File: src/design/alt_space_pkg.sv
// Shared constants and types for the alternate-space access checker
// Function
// RQ1 - Identifiers 26/2E with twin load are real-addressed, contextless atomic 128-bit loads.
// RQ2 - Identifier 26 twin load: big-endian if invert bit 0, little-endian if 1.
// RQ3 - Identifier 2E twin load: little-endian if invert bit 0, big-endian if 1.
// RQ4 - Twin identifiers with twin load trap misaligned unless 16-byte aligned.
// RQ5 - Twin identifiers with any other alternate access raise access fault, never misaligned.
// RQ6 - As-if-privileged identifiers in user or privileged mode raise privileged-action trap; the code exempts prefetch.
// RQ7 - From hyperprivileged mode, as-if-privileged accesses use privileged translation and protection.
// RQ8 - In hyper mode 30/31/36 follow invert bit; 38/39/3E use opposite order.
// RQ9 - As-if-privileged are virtual: primary 30/38, secondary 31/39, nucleus 36/3E.
// RQ10 - E2/EA primary, E3/EB secondary virtual twin loads; EA/EB byte order swapped.
// RQ11 - Block identifiers with double-float load/store are 64-byte transfers, 64-byte aligned.
// RQ12 - Block identifiers with any other alternate access raise access fault, never misaligned.
// RQ13 - C0-C5/C8-CD with double-float store are masked stores, 8-byte aligned.
// RQ14 - Masked store with immediate-form bit 1 raises illegal-instruction trap.
// RQ15 - Masked-store identifiers with other accesses raise access fault, suppressing other traps.
// RQ16 - D0-D3/D8-DB are short float accesses; 16-bit forms need halfword alignment.
// RQ17 - Short float identifiers with any other alternate access raise access fault only.
// RQ18 - 8-bit short float forms D0/D1/D8/D9 get no alignment check.
package alt_space_pkg;

   localparam logic [7:0] TWIN_REAL_BIG       = 8'h26;
   localparam logic [7:0] TWIN_REAL_SWAPPED   = 8'h2e;
   localparam logic [7:0] AS_PRIV_PRIMARY     = 8'h30;
   localparam logic [7:0] AS_PRIV_SECONDARY   = 8'h31;
   localparam logic [7:0] AS_PRIV_NUCLEUS     = 8'h36;
   localparam logic [7:0] AS_PRIV_PRIMARY_SW  = 8'h38;
   localparam logic [7:0] AS_PRIV_SECOND_SW   = 8'h39;
   localparam logic [7:0] AS_PRIV_NUCLEUS_SW  = 8'h3e;
   localparam logic [7:0] TWIN_USER_PRIMARY   = 8'he2;
   localparam logic [7:0] TWIN_USER_SECONDARY = 8'he3;
   localparam logic [7:0] TWIN_USER_PRIM_SW   = 8'hea;
   localparam logic [7:0] TWIN_USER_SEC_SW    = 8'heb;

   // Identifier bit that flips byte order within every group here
   localparam int SWAP_BIT   = 3;
   // Identifier bit that picks secondary over primary context
   localparam int SECOND_BIT = 0;
   // Identifier bit that marks the 16-bit short float forms
   localparam int HALF_BIT   = 1;

   localparam int ADDR_LO_W = 6;
   localparam logic [5:0] MASK_ALIGN_NONE = 6'h00;
   localparam logic [5:0] MASK_ALIGN_2    = 6'h01;
   localparam logic [5:0] MASK_ALIGN_8    = 6'h07;
   localparam logic [5:0] MASK_ALIGN_16   = 6'h0f;
   localparam logic [5:0] MASK_ALIGN_64   = 6'h3f;

   typedef enum logic [2:0] {
      OP_NONE      = 3'h0,
      OP_TWIN_LOAD = 3'h1,
      OP_LOAD      = 3'h2,
      OP_STORE     = 3'h3,
      OP_FPD_LOAD  = 3'h4,
      OP_FPD_STORE = 3'h5,
      OP_ATOMIC    = 3'h6,
      OP_PREFETCH  = 3'h7
   } op_e;

   typedef enum logic [1:0] {
      MODE_USER  = 2'h0,
      MODE_PRIV  = 2'h1,
      MODE_HYPER = 2'h2,
      MODE_RSVD  = 2'h3
   } mode_e;

   typedef enum logic [2:0] {
      GRP_OTHER     = 3'h0,
      GRP_TWIN_REAL = 3'h1,
      GRP_TWIN_USER = 3'h2,
      GRP_AS_PRIV   = 3'h3,
      GRP_BLOCK     = 3'h4,
      GRP_PARTIAL   = 3'h5,
      GRP_SHORT8    = 3'h6,
      GRP_SHORT16   = 3'h7
   } grp_e;

   typedef enum logic [1:0] {
      CTX_NONE      = 2'h0,
      CTX_PRIMARY   = 2'h1,
      CTX_SECONDARY = 2'h2,
      CTX_NUCLEUS   = 2'h3
   } ctx_e;

   typedef struct packed {
      logic  valid;
      logic  misaligned;
      logic  access_fault;
      logic  priv_action;
      logic  illegal;
      logic  real_addr;
      ctx_e  ctx;
      logic  little;
      mode_e eff_mode;
      logic  block_xfer;
      logic  twin_xfer;
      logic  masked_store;
      logic  short_xfer;
      logic  short_half;
      logic  known;
   } resp_s;

endpackage : alt_space_pkg

File: src/design/asi_class_if.sv
// Classification of an identifier, passed from decoder to checker
`timescale 1ns/1ps
interface asi_class_if;
   alt_space_pkg::grp_e grp;
   alt_space_pkg::ctx_e ctx;
   logic                swapped;
   logic                real_addr;

   modport dec (output grp, output ctx, output swapped, output real_addr);
   modport chk (input grp, input ctx, input swapped, input real_addr);
endinterface : asi_class_if

File: src/design/asi_classify.sv
// Decodes an identifier into group, context, byte-order swap and addressing
`timescale 1ns/1ps
module asi_classify (
   input wire logic [7:0] asi,
   asi_class_if.dec       cls
);
   always_comb begin
      cls.grp       = alt_space_pkg::GRP_OTHER;
      cls.real_addr = 1'b0;
      cls.swapped   = asi[alt_space_pkg::SWAP_BIT];
      cls.ctx       = asi[alt_space_pkg::SECOND_BIT] ? alt_space_pkg::CTX_SECONDARY : alt_space_pkg::CTX_PRIMARY;
      unique case (asi)
         alt_space_pkg::TWIN_REAL_BIG, alt_space_pkg::TWIN_REAL_SWAPPED: begin
            cls.grp       = alt_space_pkg::GRP_TWIN_REAL;
            cls.real_addr = 1'b1; // [RQ1]
            cls.ctx       = alt_space_pkg::CTX_NONE; // [RQ1]
         end
         alt_space_pkg::AS_PRIV_PRIMARY, alt_space_pkg::AS_PRIV_PRIMARY_SW: begin
            cls.grp = alt_space_pkg::GRP_AS_PRIV;
            cls.ctx = alt_space_pkg::CTX_PRIMARY; // [RQ9]
         end
         alt_space_pkg::AS_PRIV_SECONDARY, alt_space_pkg::AS_PRIV_SECOND_SW: begin
            cls.grp = alt_space_pkg::GRP_AS_PRIV;
            cls.ctx = alt_space_pkg::CTX_SECONDARY; // [RQ9]
         end
         alt_space_pkg::AS_PRIV_NUCLEUS, alt_space_pkg::AS_PRIV_NUCLEUS_SW: begin
            cls.grp = alt_space_pkg::GRP_AS_PRIV;
            cls.ctx = alt_space_pkg::CTX_NUCLEUS; // [RQ9]
         end
         alt_space_pkg::TWIN_USER_PRIMARY, alt_space_pkg::TWIN_USER_SECONDARY,
         alt_space_pkg::TWIN_USER_PRIM_SW, alt_space_pkg::TWIN_USER_SEC_SW: begin
            cls.grp = alt_space_pkg::GRP_TWIN_USER; // [RQ10]
         end
         8'h16, 8'h17, 8'h1e, 8'h1f, 8'hf0, 8'hf1, 8'hf8, 8'hf9: begin
            cls.grp = alt_space_pkg::GRP_BLOCK; // [RQ11]
         end
         8'hc0, 8'hc1, 8'hc2, 8'hc3, 8'hc4, 8'hc5,
         8'hc8, 8'hc9, 8'hca, 8'hcb, 8'hcc, 8'hcd: begin
            cls.grp = alt_space_pkg::GRP_PARTIAL; // [RQ13]
         end
         8'hd0, 8'hd1, 8'hd2, 8'hd3, 8'hd8, 8'hd9, 8'hda, 8'hdb: begin
            cls.grp = asi[alt_space_pkg::HALF_BIT] ? alt_space_pkg::GRP_SHORT16
                                                  : alt_space_pkg::GRP_SHORT8; // [RQ16]
         end
         default: begin
            cls.grp = alt_space_pkg::GRP_OTHER;
         end
      endcase
   end
endmodule : asi_classify

File: src/design/align_check.sv
// Flags an operand address whose low bits violate the selected alignment
`timescale 1ns/1ps
module align_check #(
   parameter int ADDR_W = alt_space_pkg::ADDR_LO_W
) (
   input  wire logic [ADDR_W-1:0] addr_lo,
   input  wire logic [ADDR_W-1:0] mask,
   output logic                   misaligned
);
   // A zero mask means byte access, which can never be misaligned
   assign misaligned = |(addr_lo & mask);
endmodule : align_check

File: src/design/alt_space_access_check.sv
// Alternate-space access checker: trap selection and access attributes, one cycle latency
`timescale 1ns/1ps
module alt_space_access_check (
   input  wire logic                 clk,
   input  wire logic                 rst_n,

   input  wire logic                 req_valid,
   input  wire alt_space_pkg::op_e   req_op,
   input  wire logic [7:0]           req_asi,
   input  wire alt_space_pkg::mode_e req_mode,
   input  wire logic [5:0]           req_addr_lo,
   input  wire logic                 req_imm,
   input  wire logic                 invert_endian_bit,

   output logic                      resp_valid,
   output logic                      trap_misaligned,
   output logic                      trap_access_fault,
   output logic                      trap_priv_action,
   output logic                      trap_illegal,

   output logic                      resp_real_addr,
   output alt_space_pkg::ctx_e       resp_ctx,
   output logic                      resp_little,
   output alt_space_pkg::mode_e      resp_eff_mode,
   output logic                      resp_block_xfer,
   output logic                      resp_twin_xfer,
   output logic                      resp_masked_store,
   output logic                      resp_short_xfer,
   output logic                      resp_short_half,
   output logic                      resp_known
);

   asi_class_if cls ();

   logic [5:0]           align_mask;
   logic                 addr_bad;
   logic                 fpd_op;
   logic                 ldst_op;
   alt_space_pkg::resp_s st_q;
   alt_space_pkg::resp_s st_d;

   asi_classify u_classify (
      .asi (req_asi),
      .cls (cls)
   );

   align_check #(
      .ADDR_W (alt_space_pkg::ADDR_LO_W)
   ) u_align (
      .addr_lo    (req_addr_lo),
      .mask       (align_mask),
      .misaligned (addr_bad)
   );

   assign fpd_op  = (req_op == alt_space_pkg::OP_FPD_LOAD)
                    || (req_op == alt_space_pkg::OP_FPD_STORE);
   // Prefetch is not a load or store for the privilege check
   assign ldst_op = (req_op != alt_space_pkg::OP_NONE) && (req_op != alt_space_pkg::OP_PREFETCH);

   always_comb begin
      align_mask = alt_space_pkg::MASK_ALIGN_NONE;
      unique case (cls.grp)
         alt_space_pkg::GRP_TWIN_REAL,
         alt_space_pkg::GRP_TWIN_USER: align_mask = alt_space_pkg::MASK_ALIGN_16; // [RQ4]
         alt_space_pkg::GRP_BLOCK:     align_mask = alt_space_pkg::MASK_ALIGN_64; // [RQ11]
         alt_space_pkg::GRP_PARTIAL:   align_mask = alt_space_pkg::MASK_ALIGN_8;  // [RQ13]
         alt_space_pkg::GRP_SHORT16:   align_mask = alt_space_pkg::MASK_ALIGN_2;  // [RQ16]
         alt_space_pkg::GRP_SHORT8:    align_mask = alt_space_pkg::MASK_ALIGN_NONE; // [RQ18]
         default:                      align_mask = alt_space_pkg::MASK_ALIGN_NONE;
      endcase
   end

   always_comb begin
      st_d           = alt_space_pkg::resp_s'('0);
      st_d.valid     = req_valid;
      st_d.real_addr = cls.real_addr; // [RQ1]
      st_d.ctx       = cls.ctx; // [RQ9] [RQ10]
      st_d.little    = invert_endian_bit ^ cls.swapped; // [RQ2] [RQ3] [RQ8] [RQ10]
      st_d.eff_mode  = req_mode;
      st_d.known     = (cls.grp != alt_space_pkg::GRP_OTHER);

      unique case (cls.grp)
         alt_space_pkg::GRP_TWIN_REAL,
         alt_space_pkg::GRP_TWIN_USER: begin
            if (req_op == alt_space_pkg::OP_TWIN_LOAD) begin
               st_d.twin_xfer  = 1'b1; // [RQ1]
               st_d.misaligned = addr_bad; // [RQ4]
            end else begin
               st_d.access_fault = 1'b1; // [RQ5]
            end
         end

         alt_space_pkg::GRP_AS_PRIV: begin
            if (ldst_op && (req_mode != alt_space_pkg::MODE_HYPER)) begin
               st_d.priv_action = 1'b1; // [RQ6]
            end else if (req_mode == alt_space_pkg::MODE_HYPER) begin
               // Translation and protection run as privileged
               st_d.eff_mode = alt_space_pkg::MODE_PRIV; // [RQ7]
            end
         end

         alt_space_pkg::GRP_BLOCK: begin
            if (fpd_op) begin
               st_d.block_xfer = 1'b1; // [RQ11]
               st_d.misaligned = addr_bad; // [RQ11]
            end else begin
               st_d.access_fault = 1'b1; // [RQ12]
            end
         end

         alt_space_pkg::GRP_PARTIAL: begin
            if (req_op == alt_space_pkg::OP_FPD_STORE) begin
               st_d.masked_store = 1'b1; // [RQ13]
               // Illegal form takes priority over alignment
               if (req_imm) begin
                  st_d.illegal = 1'b1; // [RQ14]
               end else begin
                  st_d.misaligned = addr_bad; // [RQ13]
               end
            end else begin
               st_d.access_fault = 1'b1; // [RQ15]
            end
         end

         alt_space_pkg::GRP_SHORT8,
         alt_space_pkg::GRP_SHORT16: begin
            if (fpd_op) begin
               st_d.short_xfer = 1'b1; // [RQ16]
               st_d.short_half = (cls.grp == alt_space_pkg::GRP_SHORT16);
               st_d.misaligned = addr_bad; // [RQ16] [RQ18]
            end else begin
               st_d.access_fault = 1'b1; // [RQ17]
            end
         end

         default: begin
            st_d.known = 1'b0;
         end
      endcase

      // Nothing is reported for a cycle without a request
      if (!req_valid) begin
         st_d = alt_space_pkg::resp_s'('0);
      end
   end

   always_ff @(posedge clk) begin
      if (!rst_n) begin
         st_q <= alt_space_pkg::resp_s'('0);
      end else begin
         st_q <= st_d;
      end
   end

   assign resp_valid        = st_q.valid;
   assign trap_misaligned   = st_q.misaligned;
   assign trap_access_fault = st_q.access_fault;
   assign trap_priv_action  = st_q.priv_action;
   assign trap_illegal      = st_q.illegal;

   assign resp_real_addr    = st_q.real_addr;
   assign resp_ctx          = st_q.ctx;
   assign resp_little       = st_q.little;
   assign resp_eff_mode     = st_q.eff_mode;
   assign resp_block_xfer   = st_q.block_xfer;
   assign resp_twin_xfer    = st_q.twin_xfer;
   assign resp_masked_store = st_q.masked_store;
   assign resp_short_xfer   = st_q.short_xfer;
   assign resp_short_half   = st_q.short_half;
   assign resp_known        = st_q.known;

   // Checks tie each response to the raw request one cycle earlier

   AST_TWIN_REAL_ATTR: assert property (@(posedge clk) disable iff (!rst_n) // [RQ1]
      (req_valid && req_op == alt_space_pkg::OP_TWIN_LOAD
       && (req_asi == 8'h26 || req_asi == 8'h2e))
      |=> (resp_twin_xfer && resp_real_addr
           && resp_ctx == alt_space_pkg::CTX_NONE))
      else $error("twin real load not real and contextless");

   AST_TWIN_26_ENDIAN: assert property (@(posedge clk) disable iff (!rst_n) // [RQ2]
      (req_valid && req_op == alt_space_pkg::OP_TWIN_LOAD
       && req_asi == 8'h26)
      |=> (resp_little == $past(invert_endian_bit)))
      else $error("identifier 26 byte order wrong");

   AST_TWIN_2E_ENDIAN: assert property (@(posedge clk) disable iff (!rst_n) // [RQ3]
      (req_valid && req_op == alt_space_pkg::OP_TWIN_LOAD
       && req_asi == 8'h2e)
      |=> (resp_little != $past(invert_endian_bit)))
      else $error("identifier 2E byte order wrong");

   AST_TWIN_ALIGN: assert property (@(posedge clk) disable iff (!rst_n) // [RQ4]
      (req_valid && req_op == alt_space_pkg::OP_TWIN_LOAD
       && (req_asi == 8'h26 || req_asi == 8'h2e || req_asi == 8'he2 || req_asi == 8'heb))
      |=> (trap_misaligned == ($past(req_addr_lo[3:0]) != 4'h0)))
      else $error("twin load alignment trap wrong");

   AST_TWIN_FAULT: assert property (@(posedge clk) disable iff (!rst_n) // [RQ5]
      (req_valid && req_op != alt_space_pkg::OP_TWIN_LOAD && req_op != alt_space_pkg::OP_NONE
       && (req_asi == 8'h26 || req_asi == 8'h2e
           || req_asi == 8'he3 || req_asi == 8'heb))
      |=> (trap_access_fault && !trap_misaligned))
      else $error("twin identifier misuse not faulted");

   AST_AS_PRIV_TRAP: assert property (@(posedge clk) disable iff (!rst_n) // [RQ6]
      (req_valid && req_op == alt_space_pkg::OP_LOAD && req_asi[7:4] == 4'h3
       && (req_mode == alt_space_pkg::MODE_USER || req_mode == alt_space_pkg::MODE_PRIV)
       && (req_asi[3:0] == 4'h0 || req_asi[3:0] == 4'h9 || req_asi[3:0] == 4'he))
      |=> trap_priv_action)
      else $error("as-if-privileged access not trapped");

   AST_AS_PRIV_HYPER: assert property (@(posedge clk) disable iff (!rst_n) // [RQ7]
      (req_valid && req_mode == alt_space_pkg::MODE_HYPER
       && (req_asi == 8'h31 || req_asi == 8'h3e))
      |=> (!trap_priv_action && resp_eff_mode == alt_space_pkg::MODE_PRIV))
      else $error("hyper access not run as privileged");

   AST_AS_PRIV_ENDIAN: assert property (@(posedge clk) disable iff (!rst_n) // [RQ8]
      (req_valid && req_mode == alt_space_pkg::MODE_HYPER
       && (req_asi == 8'h36 || req_asi == 8'h38))
      |=> (resp_little
           == ($past(invert_endian_bit) ^ $past(req_asi[3]))))
      else $error("as-if-privileged byte order wrong");

   AST_AS_PRIV_CTX: assert property (@(posedge clk) disable iff (!rst_n) // [RQ9]
      (req_valid && (req_asi == 8'h36 || req_asi == 8'h3e || req_asi == 8'h39))
      |=> (!resp_real_addr
           && resp_ctx == ($past(req_asi[2]) ? alt_space_pkg::CTX_NUCLEUS : alt_space_pkg::CTX_SECONDARY)))
      else $error("as-if-privileged context wrong");

   AST_TWIN_USER: assert property (@(posedge clk) disable iff (!rst_n) // [RQ10]
      (req_valid && req_op == alt_space_pkg::OP_TWIN_LOAD
       && (req_asi == 8'hea || req_asi == 8'he3))
      |=> (!resp_real_addr && resp_little == ($past(invert_endian_bit) ^ $past(req_asi[3]))
           && resp_ctx == ($past(req_asi[0]) ? alt_space_pkg::CTX_SECONDARY : alt_space_pkg::CTX_PRIMARY)))
      else $error("user twin load attributes wrong");

   AST_BLOCK_ALIGN: assert property (@(posedge clk) disable iff (!rst_n) // [RQ11]
      (req_valid && req_op == alt_space_pkg::OP_FPD_STORE
       && (req_asi == 8'h17 || req_asi == 8'hf8))
      |=> (resp_block_xfer
           && trap_misaligned == ($past(req_addr_lo) != 6'h00)))
      else $error("block transfer alignment wrong");

   AST_BLOCK_FAULT: assert property (@(posedge clk) disable iff (!rst_n) // [RQ12]
      (req_valid && req_op == alt_space_pkg::OP_ATOMIC
       && (req_asi == 8'h1e || req_asi == 8'hf1))
      |=> (trap_access_fault && !trap_misaligned
           && !resp_block_xfer))
      else $error("block identifier misuse not faulted");

   AST_PARTIAL_ALIGN: assert property (@(posedge clk) disable iff (!rst_n) // [RQ13]
      (req_valid && req_op == alt_space_pkg::OP_FPD_STORE && !req_imm
       && (req_asi == 8'hc5 || req_asi == 8'hc8))
      |=> (resp_masked_store
           && trap_misaligned == ($past(req_addr_lo[2:0]) != 3'h0)))
      else $error("masked store alignment wrong");

   AST_PARTIAL_IMM: assert property (@(posedge clk) disable iff (!rst_n) // [RQ14]
      (req_valid && req_op == alt_space_pkg::OP_FPD_STORE && req_imm
       && (req_asi == 8'hc0 || req_asi == 8'hcd))
      |=> (trap_illegal && !trap_access_fault))
      else $error("immediate masked store not illegal");

   AST_PARTIAL_FAULT: assert property (@(posedge clk) disable iff (!rst_n) // [RQ15]
      (req_valid && (req_op == alt_space_pkg::OP_FPD_LOAD || req_op == alt_space_pkg::OP_STORE)
       && (req_asi == 8'hc1 || req_asi == 8'hc2))
      |=> (trap_access_fault && !trap_misaligned && !trap_illegal))
      else $error("masked-store identifier misuse not faulted");

   AST_SHORT_HALF: assert property (@(posedge clk) disable iff (!rst_n) // [RQ16]
      (req_valid && req_op == alt_space_pkg::OP_FPD_LOAD
       && (req_asi == 8'hd2 || req_asi == 8'hdb))
      |=> (resp_short_half
           && trap_misaligned == $past(req_addr_lo[0])))
      else $error("halfword short float alignment wrong");

   AST_SHORT_FAULT: assert property (@(posedge clk) disable iff (!rst_n) // [RQ17]
      (req_valid && req_op == alt_space_pkg::OP_PREFETCH
       && (req_asi == 8'hd0 || req_asi == 8'hda))
      |=> (trap_access_fault && !trap_misaligned))
      else $error("short float identifier misuse not faulted");

   AST_SHORT_BYTE: assert property (@(posedge clk) disable iff (!rst_n) // [RQ18]
      (req_valid && req_op == alt_space_pkg::OP_FPD_STORE
       && (req_asi == 8'hd1 || req_asi == 8'hd8))
      |=> (resp_short_xfer && !resp_short_half && !trap_misaligned))
      else $error("byte short float flagged misaligned");

   AST_RESP_PULSE: assert property (@(posedge clk) disable iff (!rst_n)
      resp_valid == $past(req_valid))
      else $error("response pulse wrong");

   AST_ONE_TRAP: assert property (@(posedge clk) disable iff (!rst_n)
      $onehot0({trap_misaligned, trap_access_fault, trap_priv_action, trap_illegal}))
      else $error("two traps at once");

   AST_EFF_MODE_PASS: assert property (@(posedge clk) disable iff (!rst_n)
      (req_valid && req_asi[7:4] != 4'h3)
      |=> (resp_eff_mode == $past(req_mode)))
      else $error("translation mode altered");

   AST_UNKNOWN_QUIET: assert property (@(posedge clk) disable iff (!rst_n)
      (req_valid && req_asi == 8'h14)
      |=> (!resp_known && !trap_misaligned && !trap_access_fault && !trap_priv_action && !trap_illegal))
      else $error("unknown identifier trapped");

endmodule : alt_space_access_check

File: config.mk
export PLATFORM = sky130hd
export DESIGN_NAME = alt_space_access_check
export DESIGN_NICKNAME = d
export VERILOG_FILES = /design/src/design/alt_space_pkg.sv /design/src/design/asi_class_if.sv /design/src/design/asi_classify.sv /design/src/design/align_check.sv /design/src/design/alt_space_access_check.sv
export SDC_FILE = /design/constraint.sdc
export NUM_CORES = 1
export LEC_CHECK = 0
export BUFFER_PORTS_ARGS = -buffer_cell sky130_fd_sc_hd__buf_2
export CORE_ASPECT_RATIO = 1.2
export CORE_MARGIN = 1
export CORE_UTILIZATION = 47
export CTS_CLUSTER_DIAMETER = 50
export DETAILED_ROUTE_END_ITERATION = 16
export GPL_ROUTABILITY_DRIVEN = 0
export GPL_TIMING_DRIVEN = 1
export PLACE_DENSITY = 0.8
export SETUP_SLACK_MARGIN = 0.5
export SYNTH_ARGS = -nofsm -noshare
export SYNTH_HDL_FRONTEND = slang
export SYNTH_SLANG_ARGS = --single-unit
File: constraint.sdc
create_clock -name clk -period 5 [get_ports clk]
set_clock_uncertainty 0.2 [all_clocks]
set_input_delay 0.75 -clock clk [delete_from_list [all_inputs] [get_ports clk]]
set_output_delay 0.75 -clock clk [all_outputs]
set_load 0.01 [all_outputs]
==> flow_summary.yaml <==
finish:
  mostFrequentLayoutCells: "40 x buf_2, 17 x dfxtp_1, 12 x nor2_1"
  diodes: 0
  regArea_um2: 340
  layout_commonest_cell: "buf_2"
  instances_no_fill: 155
  fill_cells: 145
  drive_gt1_frac: 0.350
  fin_nets: 162
  multi_input_area_um2: 465
  syn2layout_area_growth_pct: 29.2
  final_core_util: 0.652
timing:
  fmax_mhz: 379
  tightest_slew_ps: 516
  setup_viol: 0
  hold_ws_ps: 485
  slew_headroom: 0.651
  finalHoldViolCount: 0
  fin_setup_tns_ps: 0
  drv_slew: 0
  period_share: 0.528
  layout_min_cycle_time_ps: 2640
  rsz0062_at_grt: "false"
pwr:
  finalPower_mw: 0.252
  powerDensity_mw_per_mm2: 236
  p_leak_nw: 0.494
  ir_drop_mv: 0.111
setup_path:
  cpMostUsedCell: "or4_4"
  path_cells: "buf_2, or3b_1, or4_4, a21oi_4, nor2_1, or4_4, a221oi_2"
  slowest_stage: "or4_4"
  worstSetupStartpointType: "input pin"
  end_kind: "register"
  cp.arrival_ps: 2650
  crit_fanout: 6
  required_ps: 5010
  cpPeakStageDelay_ps: 480
  worstSetupPathType: "input pin to register"
grt:
  grt-ovfl-total: 0
  grt_pass1_wl_um: 2900
  grt_pass1_vias: 713
  antenna_found_initial: 0
  grt_max_degree: 14
  grt_usage: 0.219
synth:
  synth-main-ff-cell: "dfxtp_1"
  synth_adder_area_share: 0
  synth_edf_count: 0
  synth_top_family_by_area: "simple AND/OR/NAND/NOR gates"
  ys_seq_area_frac: 0.411
  synth_compound_area_frac: 0.224
  ys_ff_latch: 17
  synthArstFlopShare: 0
  postSynthNetCount: 119
  synth.distinct_cells: 34
  syn_avg_cell_area_um2: 8.72
  muxShareOfSynthArea: 0.0136
  synth-simple-area-share: 0.314
  synth_area_um2: 828
  yosys_warnings: 0
  synth-xor-area-share: 0.0106
  synth_cells: 95
clock_tree:
  clk_pin_slew_ps: 90
  post_cts_buffers: 0
  cts_resized: 0
  cts.htree.levels: 1
  cts_inserted_buffers: 3
  cts_sinks: 17
  cts_tree: "done"
  cts_root_buffer: "clkbuf_4"
  postCtsHoldBufs: 0
  ctsLongestPathBuffers: 2
routing:
  wirelength_um: 1970
  final_antenna_net_count: 0
  drt-pass1-iter-count: 5
  drc: 0
  drt_iter0_drc: 7
  wl_per_cell_um: 12.7
  num_vias: 878
  via_per_inst: 5.66
placement:
  dp_hpwl_um: 1560
  numPlacedInstances: 151
  port_buffers: 40
die:
  ios: 41
  die_width_um: 40.3
  row_count: 16
  core_area_mm2: 0.00164
  die_height_um: 48.0
  start_util: 0.505
  die_area_mm2: 0.00193
worst_hold_path:
  min_path_type: "input pin to register"
run:
  maxCapViolations: 0
run_status:
  status: "completed"
[Yosys cell counts, types with 2 or more instances]
cell | count | area share
o22ai_1 | 3 | 0.023
clkbuf_1 | 2 | 0.0091
nand3_1 | 4 | 0.024
inv_1 | 4 | 0.018
a21boi_0 | 2 | 0.018
o311ai_0 | 2 | 0.021
nor2_1 | 12 | 0.054
nor3_1 | 3 | 0.018
nand2_1 | 7 | 0.032
or4_4 | 2 | 0.027
nand2b_1 | 4 | 0.030
nor3b_1 | 2 | 0.018
nor2b_1 | 3 | 0.023
and2_1 | 2 | 0.015
a21oi_1 | 4 | 0.024
nand3b_1 | 4 | 0.036
dfxtp_1 | 17 | 0.41
o211ai_1 | 2 | 0.018
[power breakdown]
part	switching [mW]	leakage (nW)	internal [mW]
Sequential	0.000505	0.138	0.138
Combinational	0.0230	0.341	0.0178
Clock	0.0420	0.0150	0.0310
[final timing paths]
kind	start	end	slack (ps)	depth (start not counted)
min	req_imm	trap_illegal	480	2
max	req_asi[7]	trap_misaligned	2360	7
[layer usage]
metal / share of wire / vias to the layer above / GRT usage
met5: 0 / - / 0
met4: 0.020 / 0 / 0.133
met3: 0.043 / 5 / 0.0186
met2: 0.52 / 32 / 0.400
met1: 0.41 / 409 / 0.235
li1: - / 432 / -
[through the flow]
step	setup WS [ps]	instance area, um2
global route	2270	1070
CTS	2370	1070
global placement	2120	1040
detailed placement	2090	1040
floorplan	2210	828
finish	2360	1070
[kinds of logic after synthesis]
| kind of cell | Yosys count |
|---|---|
| flip-flops | 17 |
| XOR/XNOR | 1 |
| AND/OR/NAND/NOR | 47 |
| multiplexers | 1 |
| AO/OA/AOI/OAI | 23 |
| buffers and inverters | 6 |
[cell type report]
| cell class | instances | share of cell area |
|---|---|---|
| multi-input cells | 72 | 0.435 |
| clock buffers | 4 | 0.0246 |
| flip-flops and latches | 17 | 0.318 |
| inverters | 4 | 0.0140 |
| repair buffers | 40 | 0.187 |
| well taps | 18 | 0.0211 |
[worst max-delay path, delay by kind of cell]
| family | cells | cell delay [ps] |
|---|---|---|
| buf+inv | 1 | 130 |
| simple gates | 4 | 1390 |
| compound gates | 2 | 370 |
(Power assumes the default switching activity.)
